$ cat src/pkg/panel_pkg.sv
// Shared constants, types and register map of the panel control block
package panel_pkg;
    localparam int unsigned CLK_HZ = 250000000;
    localparam int unsigned TICK_HZ = 1000;
    localparam int unsigned TICK_DIV = CLK_HZ / TICK_HZ;
    localparam int unsigned DEBOUNCE_MS = 20;
    localparam int unsigned SHOW_MS = 1000;
    localparam int unsigned DISPLAY_MS = 2000;
    localparam int unsigned APPLY_MS = 2000;
    localparam int unsigned FACTORY_MS = 3000;
    localparam int unsigned GND_QUAL_MS = 5000;
    localparam logic [7:0] ADDR_MAX = 8'hFA;
    localparam logic [7:0] ADDR_ALONE = 8'h00;
    localparam int unsigned NUM_FAULTS = 10;
    localparam int unsigned FAULT_GND = 6;

    typedef enum logic [2:0] {
        RATE_10 = 3'b001,
        RATE_20 = 3'b010,
        RATE_62K5 = 3'b011,
        RATE_125 = 3'b100,
        RATE_250 = 3'b101,
        RATE_500 = 3'b110
    } rate_t;
    localparam rate_t RATE_DEFAULT = RATE_10;

    typedef enum logic [1:0] {
        BTN_IDLE = 2'b00,
        BTN_HELD = 2'b01,
        BTN_SHOW = 2'b10,
        BTN_EDIT = 2'b11
    } btn_state_t;

    typedef struct packed {
        logic [2:0] lights;
        logic fault_led;
        logic gnd_led;
    } panel_leds_t;

    localparam logic [3:0] OFF_CTRL = 4'h0;
    localparam logic [3:0] OFF_MASK = 4'h4;
    localparam logic [3:0] OFF_STATUS = 4'h8;
    localparam logic [3:0] OFF_FAULTS = 4'hC;
    localparam logic [9:0] MASK_RESET = 10'h3FF;
endpackage

$ cat src/ms_timer.sv
// Millisecond counter with clear, saturating at its top
`timescale 1ns/10ps
`default_nettype none
module ms_timer #(
    parameter int unsigned WIDTH = 13
) (
    input wire logic clock_i,
    input wire logic rstn_i,
    input wire logic tick_i,
    input wire logic clear_i,
    output logic [WIDTH-1:0] count_o
);
    always_ff @(posedge clock_i or negedge rstn_i) begin
        if (!rstn_i) begin
            count_o <= '0;
        end else if (clear_i) begin
            count_o <= '0;
        end else if (tick_i && (count_o != {WIDTH{1'b1}})) begin
            count_o <= count_o + 1'b1;
        end
    end
endmodule
`default_nettype wire

$ cat src/panel_ctrl.sv
// Front panel: address decode, bit-rate display and step, faults, standby, AXI4-Lite registers
`timescale 1ns/10ps
`default_nettype none
module panel_ctrl #(
    parameter int unsigned TICK_DIV = panel_pkg::TICK_DIV,
    parameter int unsigned DEBOUNCE_MS = panel_pkg::DEBOUNCE_MS,
    parameter int unsigned GND_QUAL_MS = panel_pkg::GND_QUAL_MS
) (
    input wire logic clock_i,
    input wire logic rstn_i,
    input wire logic [3:0] addr_high_i,
    input wire logic [3:0] addr_low_i,
    input wire logic button_i,
    input wire logic [panel_pkg::NUM_FAULTS-1:0] faults_i,
    input wire logic bus_connected_i,
    input wire logic standby_cmd_on_i,
    input wire logic standby_cmd_off_i,
    input wire logic stage_supply_i,
    input wire logic [3:0] s_axi_awaddr,
    input wire logic s_axi_awvalid,
    output logic s_axi_awready,
    input wire logic [31:0] s_axi_wdata,
    input wire logic [3:0] s_axi_wstrb,
    input wire logic s_axi_wvalid,
    output logic s_axi_wready,
    output logic [1:0] s_axi_bresp,
    output logic s_axi_bvalid,
    input wire logic s_axi_bready,
    input wire logic [3:0] s_axi_araddr,
    input wire logic s_axi_arvalid,
    output logic s_axi_arready,
    output logic [31:0] s_axi_rdata,
    output logic [1:0] s_axi_rresp,
    output logic s_axi_rvalid,
    input wire logic s_axi_rready,
    output panel_pkg::panel_leds_t leds_o,
    output logic [7:0] node_addr_o,
    output logic addr_valid_o,
    output logic stand_alone_o,
    output logic bus_enable_o,
    output panel_pkg::rate_t rate_o,
    output logic standby_o,
    output logic standalone_mix_o,
    output logic factory_reset_o
);
    ////////////////////////////////////////////////////////////////////////
    // Millisecond tick
    localparam int unsigned DIV_W = $clog2(TICK_DIV);
    logic [DIV_W-1:0] div_q;
    logic tick;
    assign tick = (div_q == DIV_W'(TICK_DIV - 1));
    always_ff @(posedge clock_i or negedge rstn_i) begin
        if (!rstn_i) begin
            div_q <= '0;
        end else if (tick) begin
            div_q <= '0;
        end else begin
            div_q <= div_q + 1'b1;
        end
    end

    ////////////////////////////////////////////////////////////////////////
    // Address decode and modes
    logic [7:0] addr;
    logic alone;
    assign addr = {addr_high_i, addr_low_i};
    assign alone = (addr == panel_pkg::ADDR_ALONE);
    always_ff @(posedge clock_i or negedge rstn_i) begin
        if (!rstn_i) begin
            node_addr_o <= 8'h00;
            addr_valid_o <= 1'b0;
            stand_alone_o <= 1'b1;
            bus_enable_o <= 1'b0;
            standalone_mix_o <= 1'b1;
        end else begin
            node_addr_o <= addr;
            addr_valid_o <= !alone && (addr <= panel_pkg::ADDR_MAX);
            stand_alone_o <= alone;
            bus_enable_o <= !alone && (addr <= panel_pkg::ADDR_MAX);
            standalone_mix_o <= alone;
        end
    end

    always_ff @(posedge clock_i or negedge rstn_i) begin
        if (!rstn_i) begin
            standby_o <= 1'b0;
        end else if (!bus_connected_i || alone) begin
            standby_o <= 1'b0;
        end else if (standby_cmd_on_i) begin
            standby_o <= 1'b1;
        end else if (standby_cmd_off_i) begin
            standby_o <= 1'b0;
        end
    end

    ////////////////////////////////////////////////////////////////////////
    // Button debounce
    logic btn_q;
    logic [7:0] deb_cnt_q;
    always_ff @(posedge clock_i or negedge rstn_i) begin
        if (!rstn_i) begin
            btn_q <= 1'b0;
            deb_cnt_q <= 8'h00;
        end else if (button_i == btn_q) begin
            deb_cnt_q <= 8'h00;
        end else if (tick) begin
            if (deb_cnt_q >= 8'(DEBOUNCE_MS - 1)) begin
                btn_q <= button_i;
                deb_cnt_q <= 8'h00;
            end else begin
                deb_cnt_q <= deb_cnt_q + 8'h01;
            end
        end
    end
    logic btn_prev_q;
    logic press;
    always_ff @(posedge clock_i or negedge rstn_i) begin
        if (!rstn_i) begin
            btn_prev_q <= 1'b0;
        end else begin
            btn_prev_q <= btn_q;
        end
    end
    assign press = btn_q && !btn_prev_q;

    ////////////////////////////////////////////////////////////////////////
    // Rate display and stepping
    panel_pkg::btn_state_t state_q;
    panel_pkg::rate_t pending_q;
    logic [12:0] ms;
    logic tmr_clear;
    assign tmr_clear = (btn_q != btn_prev_q);
    ms_timer #(.WIDTH(13)) u_timer (
        .clock_i(clock_i),
        .rstn_i(rstn_i),
        .tick_i(tick),
        .clear_i(tmr_clear),
        .count_o(ms)
    );

    function automatic panel_pkg::rate_t next_rate(input panel_pkg::rate_t r);
        next_rate = (r == panel_pkg::RATE_500) ? panel_pkg::RATE_10
                  : panel_pkg::rate_t'(r + 3'd1);
    endfunction

    logic factory;
    assign factory = (state_q == panel_pkg::BTN_HELD) && btn_q
                   && (ms >= 13'(panel_pkg::FACTORY_MS));
    always_ff @(posedge clock_i or negedge rstn_i) begin
        if (!rstn_i) begin
            state_q <= panel_pkg::BTN_IDLE;
            pending_q <= panel_pkg::RATE_DEFAULT;
        end else begin
            case (state_q)
                panel_pkg::BTN_IDLE: begin
                    if (press) begin
                        state_q <= panel_pkg::BTN_HELD;
                    end
                end
                panel_pkg::BTN_HELD: begin
                    if (factory) begin
                        state_q <= panel_pkg::BTN_IDLE;
                    end else if (!btn_q) begin
                        if (ms >= 13'(panel_pkg::SHOW_MS)) begin
                            state_q <= alone ? panel_pkg::BTN_EDIT
                                             : panel_pkg::BTN_IDLE;
                        end else begin
                            state_q <= panel_pkg::BTN_IDLE;
                        end
                    end
                end
                panel_pkg::BTN_SHOW: begin
                    state_q <= panel_pkg::BTN_IDLE;
                end
                panel_pkg::BTN_EDIT: begin
                    if (!alone) begin
                        state_q <= panel_pkg::BTN_IDLE;
                    end else if (press) begin
                        pending_q <= next_rate(pending_q);
                    end else if (!btn_q && ms >= 13'(panel_pkg::APPLY_MS)) begin
                        state_q <= panel_pkg::BTN_IDLE;
                    end
                end
                default: begin
                    state_q <= panel_pkg::BTN_IDLE;
                end
            endcase
            if (state_q == panel_pkg::BTN_IDLE) begin
                pending_q <= rate_o;
            end
        end
    end

    // Rate shown for two seconds from the one-second mark
    logic [11:0] disp_cnt_q;
    logic disp_on;
    assign disp_on = (disp_cnt_q != 12'h000) || (state_q == panel_pkg::BTN_EDIT);
    always_ff @(posedge clock_i or negedge rstn_i) begin
        if (!rstn_i) begin
            disp_cnt_q <= 12'h000;
        end else if (state_q == panel_pkg::BTN_HELD && btn_q
                     && ms == 13'(panel_pkg::SHOW_MS)) begin
            disp_cnt_q <= 12'(panel_pkg::DISPLAY_MS);
        end else if (factory) begin
            disp_cnt_q <= 12'h000;
        end else if (tick && disp_cnt_q != 12'h000) begin
            disp_cnt_q <= disp_cnt_q - 12'h001;
        end
    end

    logic wr_rate;
    logic [2:0] wr_rate_val;
    always_ff @(posedge clock_i or negedge rstn_i) begin
        if (!rstn_i) begin
            rate_o <= panel_pkg::RATE_DEFAULT;
            factory_reset_o <= 1'b0;
        end else begin
            factory_reset_o <= 1'b0;
            if (factory && alone && !bus_connected_i) begin
                rate_o <= panel_pkg::RATE_DEFAULT;
                factory_reset_o <= 1'b1;
            end else if (state_q == panel_pkg::BTN_EDIT && alone && !btn_q
                         && ms >= 13'(panel_pkg::APPLY_MS)) begin
                rate_o <= pending_q;
            end else if (wr_rate && wr_rate_val >= 3'd1 && wr_rate_val <= 3'd6) begin
                rate_o <= panel_pkg::rate_t'(wr_rate_val);
            end
        end
    end

    ////////////////////////////////////////////////////////////////////////
    // Faults and ground-fault latch
    logic [panel_pkg::NUM_FAULTS-1:0] mask_q;
    logic [panel_pkg::NUM_FAULTS-1:0] live;
    logic gnd_q;
    logic [12:0] gnd_ms;
    logic gnd_seen;
    assign gnd_seen = faults_i[panel_pkg::FAULT_GND] && alone;
    ms_timer #(.WIDTH(13)) u_gnd_timer (
        .clock_i(clock_i),
        .rstn_i(rstn_i),
        .tick_i(tick),
        .clear_i(!gnd_seen),
        .count_o(gnd_ms)
    );
    always_ff @(posedge clock_i or negedge rstn_i) begin
        if (!rstn_i) begin
            gnd_q <= 1'b0;
        end else if (gnd_seen && gnd_ms >= 13'(GND_QUAL_MS)) begin
            gnd_q <= 1'b1;
        end else if (!stage_supply_i || press) begin
            gnd_q <= 1'b0;
        end
    end
    generate
        for (genvar i = 0; i < panel_pkg::NUM_FAULTS; i++) begin : g_fault
            if (i == panel_pkg::FAULT_GND) begin : g_gnd
                assign live[i] = gnd_q && mask_q[i];
            end else begin : g_other
                assign live[i] = faults_i[i] && mask_q[i];
            end
        end
    endgenerate

    always_ff @(posedge clock_i or negedge rstn_i) begin
        if (!rstn_i) begin
            leds_o <= '0;
        end else begin
            leds_o.lights <= disp_on ? pending_q : 3'b000;
            leds_o.fault_led <= |live;
            leds_o.gnd_led <= gnd_q;
        end
    end

    ////////////////////////////////////////////////////////////////////////
    // AXI4-Lite slave
    logic aw_q;
    logic w_q;
    logic [3:0] awaddr_q;
    logic [31:0] wdata_q;
    logic [3:0] wstrb_q;
    logic do_wr;
    assign do_wr = aw_q && w_q && !s_axi_bvalid;
    always_ff @(posedge clock_i or negedge rstn_i) begin
        if (!rstn_i) begin
            aw_q <= 1'b0;
            w_q <= 1'b0;
            awaddr_q <= 4'h0;
            wdata_q <= 32'h0000_0000;
            wstrb_q <= 4'h0;
            s_axi_awready <= 1'b0;
            s_axi_wready <= 1'b0;
            s_axi_bvalid <= 1'b0;
            s_axi_bresp <= 2'b00;
        end else begin
            s_axi_awready <= !aw_q && !s_axi_awready && !s_axi_bvalid;
            s_axi_wready <= !w_q && !s_axi_wready && !s_axi_bvalid;
            if (s_axi_awvalid && s_axi_awready) begin
                aw_q <= 1'b1;
                awaddr_q <= s_axi_awaddr;
            end
            if (s_axi_wvalid && s_axi_wready) begin
                w_q <= 1'b1;
                wdata_q <= s_axi_wdata;
                wstrb_q <= s_axi_wstrb;
            end
            if (do_wr) begin
                aw_q <= 1'b0;
                w_q <= 1'b0;
                s_axi_bvalid <= 1'b1;
                s_axi_bresp <= (awaddr_q == panel_pkg::OFF_CTRL
                             || awaddr_q == panel_pkg::OFF_MASK) ? 2'b00 : 2'b10;
            end else if (s_axi_bvalid && s_axi_bready) begin
                s_axi_bvalid <= 1'b0;
            end
        end
    end
    assign wr_rate = do_wr && awaddr_q == panel_pkg::OFF_CTRL && wstrb_q[0] && alone;
    assign wr_rate_val = wdata_q[2:0];
    always_ff @(posedge clock_i or negedge rstn_i) begin
        if (!rstn_i) begin
            mask_q <= panel_pkg::MASK_RESET;
        end else if (do_wr && awaddr_q == panel_pkg::OFF_MASK) begin
            if (wstrb_q[0]) begin
                mask_q[7:0] <= wdata_q[7:0];
            end
            if (wstrb_q[1]) begin
                mask_q[9:8] <= wdata_q[9:8];
            end
        end
    end

    always_ff @(posedge clock_i or negedge rstn_i) begin
        if (!rstn_i) begin
            s_axi_arready <= 1'b0;
            s_axi_rvalid <= 1'b0;
            s_axi_rdata <= 32'h0000_0000;
            s_axi_rresp <= 2'b00;
        end else begin
            s_axi_arready <= !s_axi_arready && !s_axi_rvalid;
            if (s_axi_arvalid && s_axi_arready) begin
                s_axi_rvalid <= 1'b1;
                s_axi_rresp <= 2'b00;
                if (s_axi_araddr == panel_pkg::OFF_CTRL) begin
                    s_axi_rdata <= {29'h0, rate_o};
                end else if (s_axi_araddr == panel_pkg::OFF_MASK) begin
                    s_axi_rdata <= {22'h0, mask_q};
                end else if (s_axi_araddr == panel_pkg::OFF_STATUS) begin
                    s_axi_rdata <= {16'h0, node_addr_o, 2'b00, gnd_q, standby_o,
                                    stand_alone_o, addr_valid_o, state_q};
                end else if (s_axi_araddr == panel_pkg::OFF_FAULTS) begin
                    s_axi_rdata <= {22'h0, live};
                end else begin
                    s_axi_rdata <= 32'h0000_0000;
                    s_axi_rresp <= 2'b10;
                end
            end else if (s_axi_rvalid && s_axi_rready) begin
                s_axi_rvalid <= 1'b0;
            end
        end
    end
endmodule
`default_nettype wire

$ cat config.mk
export PLATFORM = sky130hd
export DESIGN_NAME = panel_ctrl
export DESIGN_NICKNAME = d
export VERILOG_FILES = /design/src/pkg/panel_pkg.sv /design/src/ms_timer.sv /design/src/panel_ctrl.sv
export SDC_FILE = /design/constraint.sdc
export NUM_CORES = 1
export LEC_CHECK = 0
export ABC_AREA = 1
export BUFFER_PORTS_ARGS = -buffer_cell sky130_fd_sc_hd__buf_4
export CAP_MARGIN = 20
export CELL_PAD_IN_SITES_DETAIL_PLACEMENT = 0
export CELL_PAD_IN_SITES_GLOBAL_PLACEMENT = 1
export CORE_MARGIN = 10
export CORE_UTILIZATION = 40
export DETAILED_ROUTE_END_ITERATION = 16
export PLACE_DENSITY_LB_ADDON = 0.1
export SLEW_MARGIN = 20
export SYNTH_ARGS = -nofsm -noshare
export SYNTH_HDL_FRONTEND = slang
export SYNTH_SLANG_ARGS = --single-unit
$ cat constraint.sdc
create_clock -name clock_i -period 2.1 [get_ports clock_i]
set_input_delay 0.525 -clock clock_i [delete_from_list [all_inputs] [get_ports clock_i]]
set_output_delay 0.525 -clock clock_i [all_outputs]
set_load 0.02 [all_outputs]
# == Word level (Yosys, flattened, before mapping) ==
# Cells that the tools add are included.
# totals
inputBits,74
reg_bits,161
# classes
n_reduce_logical,84
magnitude_cmp,8
n_addsub,6
mux,52
bitwise_logic,1
n_eq_ne,19
# op_table
cell,n
$mux 13,4
$mux 16,3
$logic_and 1x1->1,44
$mux 12,3
$mux 3,9
$add 13x1->13 const B,2
$mux 2,13
$ne 13x13->1 const B,2
$mux 8,3
$reduce_bool 2->1,10
$add 18x1->18 const B,1
$eq 18x18->1 const B,1
$mux 18,1
$mux 1,14
$eq 13x10->1 const B,1
$ge 13x10->1 const B,1
$ge 13x11->1 const B,1
$ge 13x12->1 const B,1
$ge 13x13->1 const B,1
$logic_not 1->1,12
$reduce_bool 12->1,1
$sub 12x1->12 const B,1
$mux 10,1
$reduce_or 10->1,1
26 further kinds,39

# == Depth between registers and ports, before layout ==
# Gate-level depths: netlist of the first run.
# depth
word_depth,10
ltp_mapped,12

# == Modules after synthesis ==
# Synthesis of the first run repeated with hierarchy kept, for this count alone.
# unflattened
cells_unflattened,1003
area_unflattened_um2,7726.2
# by_module_without_submodules
mod,cells_per_inst,area_per_inst_um2,seq_area_each_um2,n_inst
panel_ctrl,765,6084.6,2944.1,1
ms_timer,119,820.8,325.3,2

# == Worst setup path before layout of the first run ==
# OpenSTA, ideal clock, no wires.
# synth_path
kind,in2reg
startpoint,in addr_low_i[0]
endpoint,reg u_gnd_timer.count_o[3]
required_time_ns,1.978
path_slack_ns,0.451
cell_stages,8
t_arrival_ns,1.527
setup_ns,0.122
path_cell_list,nor2_1 nand2_2 nor3_4 nand3_2 nand2_2 nor2_1 o21ai_1 nor2_1
# synth_between
elab_chain_len,3
# synth_lines
item,line,rtl
start: declaration,panel_ctrl.sv:12,"input wire logic [3:0] addr_low_i,"
$logic_not 8->1 *,panel_ctrl.sv:67,assign alone = (addr == panel_pkg::ADDR_ALONE);
$logic_and 1x1->1 *,panel_ctrl.sv:238,assign gnd_seen = faults_i[panel_pkg::FAULT_GND] && alone;
$ne 2x1->1 (no source line) or $mux 13 (tied branches),n/a,
end signal: assignment,ms_timer.sv:19,count_o <= count_o + 1'b1;
end: declaration,ms_timer.sv:11,output logic [WIDTH-1:0] count_o
# Mark *: on every way between the ends. The rest lies on a longest branch, timed or not.
# A chain may end at the register's enable or synchronous reset.

# == Worst setup path after layout of the first run ==
# layout_path
startpoint,reg div_q[0]
endpoint,reg u_timer.count_o[10]
# layout_between
elab_chain_len,3
# layout_lines
item,line,rtl
start: declaration,panel_ctrl.sv:49,logic [DIV_W-1:0] div_q;
start signal: assignment,panel_ctrl.sv:58,div_q <= div_q + 1'b1;
$eq 18x18->1,panel_ctrl.sv:51,assign tick = (div_q == DIV_W'(TICK_DIV - 1));
$logic_and 1x1->1,ms_timer.sv:18,end else if (tick_i && (count_o != {WIDTH{1'b1}})) begin
$reduce_bool 2->1 (no source line),n/a,
end signal: assignment,ms_timer.sv:19,
end: declaration,ms_timer.sv:11,
# Every way passes these cells.

==> key figures, run 1 <==
Outcome
  – Outcome: completed

Global route
  – Initial antenna violation count: 0
  – First-pass GRT wire length: 31100 um
  – Total Routing Usage GR: 15.8%
  – Overflow after GRT: 0
  – Largest net degree at the start of global routing: 40
  – Vias in the first global route: 6037

Timing
  – Period utilisation layout: 91.0%
  – Peak Freq: 0.523 GHz
  – Max-slew headroom: 59.6%
  – # setup viols final: 0
  – Final min period: 1910 ps
  – Setup_tns: 0 ps
  – Slew @ Worst Pin: 606 ps
  – RSZ-0062 raised after global routing: false
  – Max-slew violation count: 0
  – Final clock skew: 8.16 ps
  – Fin. Hold Viols: 0

Synthesis
  – Top area cells in the synthesized netlist: dfrtp_1 45%, nand2_1 9.4%, inv_1 5.9%, nor2_1 5.3%, o21ai_0 5.3%
  – FF+latch count, synth: 143
  – Asr flop ratio synth: 100%
  – Leading area contributor after synthesis: dfrtp_1
  – Avg Inst Size Synth: 8.19 um2
  – Post-Syn Area: 0.00721 mm2
  – Top cell type's share of synthesized area: 45.1%
  – Ys Warns: 0
  – Number of synthesized flops with an enable pin: 0
  – Synth cell types: 49
  – Sequential share of the synthesized area: 49.9%
  – Syn Inst Count: 880
  – Top FF cell, synth: dfrtp_1

Clock tree
  – CTS tree: done
  – CTS-repair resized insts: 0
  – Post-CTS setup buffer count: 0
  – Worst-path clk slew: 60 ps
  – CTS buffer count: 17
  – CTS HTree Levels: 4
  – Clk sinks: 143
  – Worst-case clock buffer depth: 2
  – # hold bufs at CTS: 0
  – Root buffer cell: clkbuf_16
  – Worst-Skew Late Latency: 420 ps

Critical path
  – Critical Path RT: 2410 ps
  – Startpoint Class: register
  – Reg-to-reg startpoint: div_q[0]
  – R2R Path End: u_timer.count_o[10]
  – Max Fanout on Critical Path: 9
  – CP Capture Type: register
  – Reg2Reg Setup Slack: 190 ps
  – CP Class: reg -> reg
  – Critical Path AT: 2220 ps
  – R2R cell count: 9

Routing
  – DRC: 0
  – DRT Pass-1 Iters: 4
  – Via count: 6007
  – Routed WL per cell: 14.9 um
  – Vias per cell: 4.82
  – DRT antenna net count: 0
  – Total wire length: 18600 um
  – Number of DRC markers in iteration 0: 273

Floorplan
  – Core ar.: 0.0178 mm2
  – Die area: 0.0238 mm2
  – Die width: 154 um
  – Chip height: 154 um
  – Row cnt: 49
  – Initial Utilization: 40.4%
  – I/O pins: 137

Placed design
  – Buffers on Ports: 94
  – Routability cong.: 0.818
  – HPWL after DPL: 14100 um
  – Placement Cell Area: 0.00828 mm2

Power
  – Power Total: 0.00817 W
  – Pwr per Cell Area: 911 mW/mm2
  – Lkg Pwr: 4.42 nW
  – Max IR drop VDD: 0.672 mV

Final layout
  – Area delta synth->final: 24.4%
  – Antenna diodes: 0
  – Layout cells sized above 1: 19.0%
  – Final Instance Area: 0.00897 mm2
  – NumNets Final: 1092

Worst hold path
  – Min-Delay Path Class: in -> async

Run
  – Max_cap viols: 0
logic make-up (layout without fill, tap and decap cells):
| logic type | after synthesis | count (layout) | share of synthesized area (%) |
|---|---|---|---|
| other cells | 1 | 18 | 0.0520 |
| xor+xnor | 20 | 20 | 2.43 |
| compound gates | 147 | 147 | 11.2 |
| simple gates | 409 | 409 | 25.3 |
| flops | 143 | 143 | 49.9 |
| fa+ha+maj | 13 | 13 | 2.26 |
| buf+inv | 147 | 268 | 8.85 |
stage by stage:
stage,hold slack [ps],instances,worst slack [ps],util (%)
after floorplan,229,897,451,-
after global placement,440,1215,53.6,46.4
after detailed placement,444,1215,37.0,46.4
after CTS,9.26,1247,141,50.3
after global routing,26.2,1247,0.292,50.3
final,12.9,1247,188,50.3
metal layers:
metal	global-route usage [%]	vias to the layer above	share of wire [%]
li1	-	3086	-
met1	21.5	2808	49
met2	24.6	99	46
met3	3.74	14	3.8
met4	4.32	0	0.99
met5	0	-	0
state kept, by name, indices dropped and copies added, names as in the netlist, 2 cells and up:
| register | cells |
|---|---|
| u_timer.count_o | 13 |
| state_q | 2 |
| s_axi_rdata | 16 |
| node_addr_o | 8 |
| u_gnd_timer.count_o | 13 |
| pending_q | 3 |
| leds_o | 5 |
| rate_o | 3 |
| mask_q | 10 |
| disp_cnt_q | 12 |
| wstrb_q | 2 |
| div_q | 18 |
| wdata_q | 10 |
| deb_cnt_q | 8 |
| awaddr_q | 4 |
worst max-delay path, stage by stage (launching register included):
cell	delay (ps)
dfrtp_1	370
ha_1	200
nand3_1	130
nor2_1	180
nand3_2	240
buf_4	250
nor2_8	170
nand3_1	110
nor2_1	100
nor2_1	50
layout make-up:
cell class                      instances  area (um2)
Inverter                              119         447
Timing Repair Buffer                  117         907
Sequential cell                       143        3590
Multi-Input combinational cell        607        3040
Clock buffer                           19         433
Tap cell                              229         287
Fill cell                            1713        8870
Clock inverter                         13         258
how the worst max path moves through the flow:
stage                     cells after the start                endpoint     startpoint  slack, ps
after global routing                         10     u_timer.count_o[10]       div_q[0]        0.3
final                                         9     u_timer.count_o[10]       div_q[0]        190
after global placement                        9  u_gnd_timer.count_o[3]  addr_low_i[0]         50
after floorplan                               8  u_gnd_timer.count_o[3]  addr_low_i[0]        450
after CTS                                     9      u_timer.count_o[5]       div_q[0]        140
after detailed placement                      9  u_gnd_timer.count_o[3]  addr_low_i[0]         40
synth_stat cells, types with 2 or more instances:
cell type	instances
ha_1	13
inv_1	114
xor2_1	16
o22ai_1	2
a211oi_1	2
o21ai_0	76
nor3_4	2
xnor2_1	4
nor3_1	17
a221oi_1	6
nor4_1	2
nand3_1	63
buf_4	20
clkbuf_1	4
o21bai_1	3
clkinv_1	2
nand3_2	4
nand2_2	8
a21oi_1	37
dfstp_2	13
nor2_2	6
o21ai_1	6
nand4_1	15
buf_2	3
nand2_1	180
dfrtp_1	130
inv_2	3
nor2_1	102
or2_2	2
a31oi_1	6
where the power goes:
part,total [W],switching [W],internal [W]
Combinational,0.00122,0.000764,0.000461
Clock,0.00357,0.00121,0.00236
Sequential,0.00338,0.000216,0.00317
layout by cell type (no fill, tap or decap), drive strengths merged, types with 2 or more instances in the layout:
cell,instances
inv,120
dfrtp,130
nand4,16
bufinv,7
buf,117
nor4,2
a211oi,2
dfstp,13
o21ai,83
a221oi,6
o21bai,3
clkbuf,19
or2,2
nor2,110
xnor2,4
a21oi,38
nand3,67
clkinv,4
nand2,188
nor3,20
xor2,16
ha,13
o22ai,2
conb,18
a31oi,6
(Power assumes the default switching activity.)
==> run 2: changes to the inputs <==
Settings changed: BUFFER_PORTS_ARGS -buffer_cell sky130_fd_sc_hd__buf_4 to -buffer_cell sky130_fd_sc_hd__buf_2.
==> key figures, run 2 (synthesis results as in run 1) <==
Outcome
  – Outcome: completed

Critical path
  – Worst path cell trace: ha_1 > nand3_1 > nor2_1 > nand3_2 > buf_4 > nor2_8 > nand3_1 > nand2_1 > nand2_1 > nor2_1
  – Worst path max stage delay: 370 ps
  – Startpoint Class: register
  – Critical Path AT: 2210 ps
  – CP Class: reg -> reg
  – Critical Path RT: 2450 ps
  – Max Fanout on Critical Path: 9
  – CP Capture Type: register
  – Crit-path slowest cell: dfrtp_1

Clock tree
  – Root buffer cell: clkbuf_16
  – # hold bufs at CTS: 0
  – CTS HTree Levels: 4
  – Worst-case clock buffer depth: 2
  – Post-CTS setup buffer count: 0
  – CTS buffer count: 17
  – Worst-Skew Late Latency: 420 ps
  – CTS tree: done
  – Worst-path clk slew: 60 ps
  – Clk sinks: 143

Timing
  – RSZ-0062 raised after global routing: false
  – Slew @ Worst Pin: 621 ps
  – Fin. Hold Viols: 0
  – Setup_tns: 0 ps
  – Final min period: 1860 ps
  – Final clock skew: 7.80 ps
  – Max-slew violation count: 0
  – Max-slew headroom: 58.6%
  – # setup viols final: 0
  – Period utilisation layout: 88.5%
  – Peak Freq: 0.538 GHz

Final layout
  – Biggest register: div_q
  – Leading cell type in the layout, fill and taps excluded: nand2_1
  – Biggest regs: div_q x18, s_axi_rdata x16
  – Max FFs per register: 18
  – Area delta synth->final: 20.2%
  – Most frequent cells in the layout: 180 x nand2_1, 130 x dfrtp_1, 114 x inv_1, 100 x nor2_1, 93 x buf_2
  – Layout cells sized above 1: 19.1%
  – NumNets Final: 1091
  – Post-layout util: 48.6%
  – Antenna diodes: 0

Global route
  – Initial antenna violation count: 0
  – Total Routing Usage GR: 15.6%
  – First-pass GRT wire length: 30800 um
  – Overflow after GRT: 0
  – Largest net degree at the start of global routing: 42
  – Vias in the first global route: 6030

Floorplan
  – I/O pins: 137
  – Row cnt: 49
  – Die width: 154 um
  – Die area: 0.0238 mm2
  – Chip height: 154 um
  – Core ar.: 0.0178 mm2
  – Initial Utilization: 40.4%

Routing
  – DRT antenna net count: 0
  – Number of DRC markers in iteration 0: 293
  – Vias per cell: 4.83
  – Routed WL per cell: 14.6 um
  – DRC: 0
  – Total wire length: 18200 um
  – Via count: 6022
  – DRT Pass-1 Iters: 5

Placed design
  – Routability cong.: 0.816
  – Buffers on Ports: 94
  – HPWL after DPL: 13800 um

Power
  – Pwr per Cell Area: 894 mW/mm2
  – Max IR drop VDD: 0.573 mV
  – Lkg Pwr: 4.32 nW

Worst hold path
  – Min-Delay Path Class: in -> async

Run
  – Max_cap viols: 0
## run 2: cell count changes in the layout (fill, tap and decap cells not counted), moves of 3 or more
cell	change
buf_4	-94
clkinvlp_4	+3
buf_2	+93
bufinv_16	-3
## run 2: what timing repair did
item	CTS	global route
hold endpoints to repair	0	0
setup endpoints to repair	0	3
gates resized for setup	0	2
## run 2: report_power, final
part | internal [W] | total [W] | switching, W
clock network | 0.00202 | 0.00326 | 0.00123
registers | 0.00316 | 0.00338 | 0.000211
logic | 0.000371 | 0.00112 | 0.000749
total | 0.00556 | 0.00775 | 0.00219
## run 2: layout make-up
cell class,count,area [um2]
fill,1798,9170
sequential,143,3590
multi-input combinational,607,3050
timing repair buffer,116,667
inverter,119,447
clock buffer,19,443
tap,229,287
clock inverter,13,186
## run 2: worst paths after layout
path	slack, ps	to	from	cells after the start
hold / removal	9	disp_cnt_q[11]	rstn_i	1
hold reg to reg	440	s_axi_arready	s_axi_arready	1
min in group clock_i	240	node_addr_o[0]	addr_low_i[0]	1
setup / recovery	240	u_timer.count_o[10]	div_q[0]	10
max in group asynchronous	1470	pending_q[0]	rstn_i	2
setup reg to reg	240	u_timer.count_o[10]	div_q[0]	10
## run 2: per-layer routing
layer | wire, um | global-route usage (%)
met3 | 818 | 3.83
met1 | 8970 | 21.5
met4 | 146 | 3.78
met2 | 8240 | 24.1
met5 | 0 | 0
## run 2: through the flow
stage	area, um2	worst slack [ps]	std cells	hold WS (ps)	total power [W]
after global routing	8670	5.90	1246	25.1	0.00816
after floorplan	7270	451	897	229	0.00412
after CTS	8670	178	1246	8.70	0.00786
final	8670	242	1246	9.18	0.00775
after detailed placement	8040	7.58	1214	433	0.00456
after global placement	8040	9.44	1214	432	0.00455
## run 2: worst max-delay path: cells and delay by family (launching register included)
kind          cells  cell delay [ps]
buf+inv           1              220
simple gates      8              990
flops             1              370
fa+ha+maj         1              200
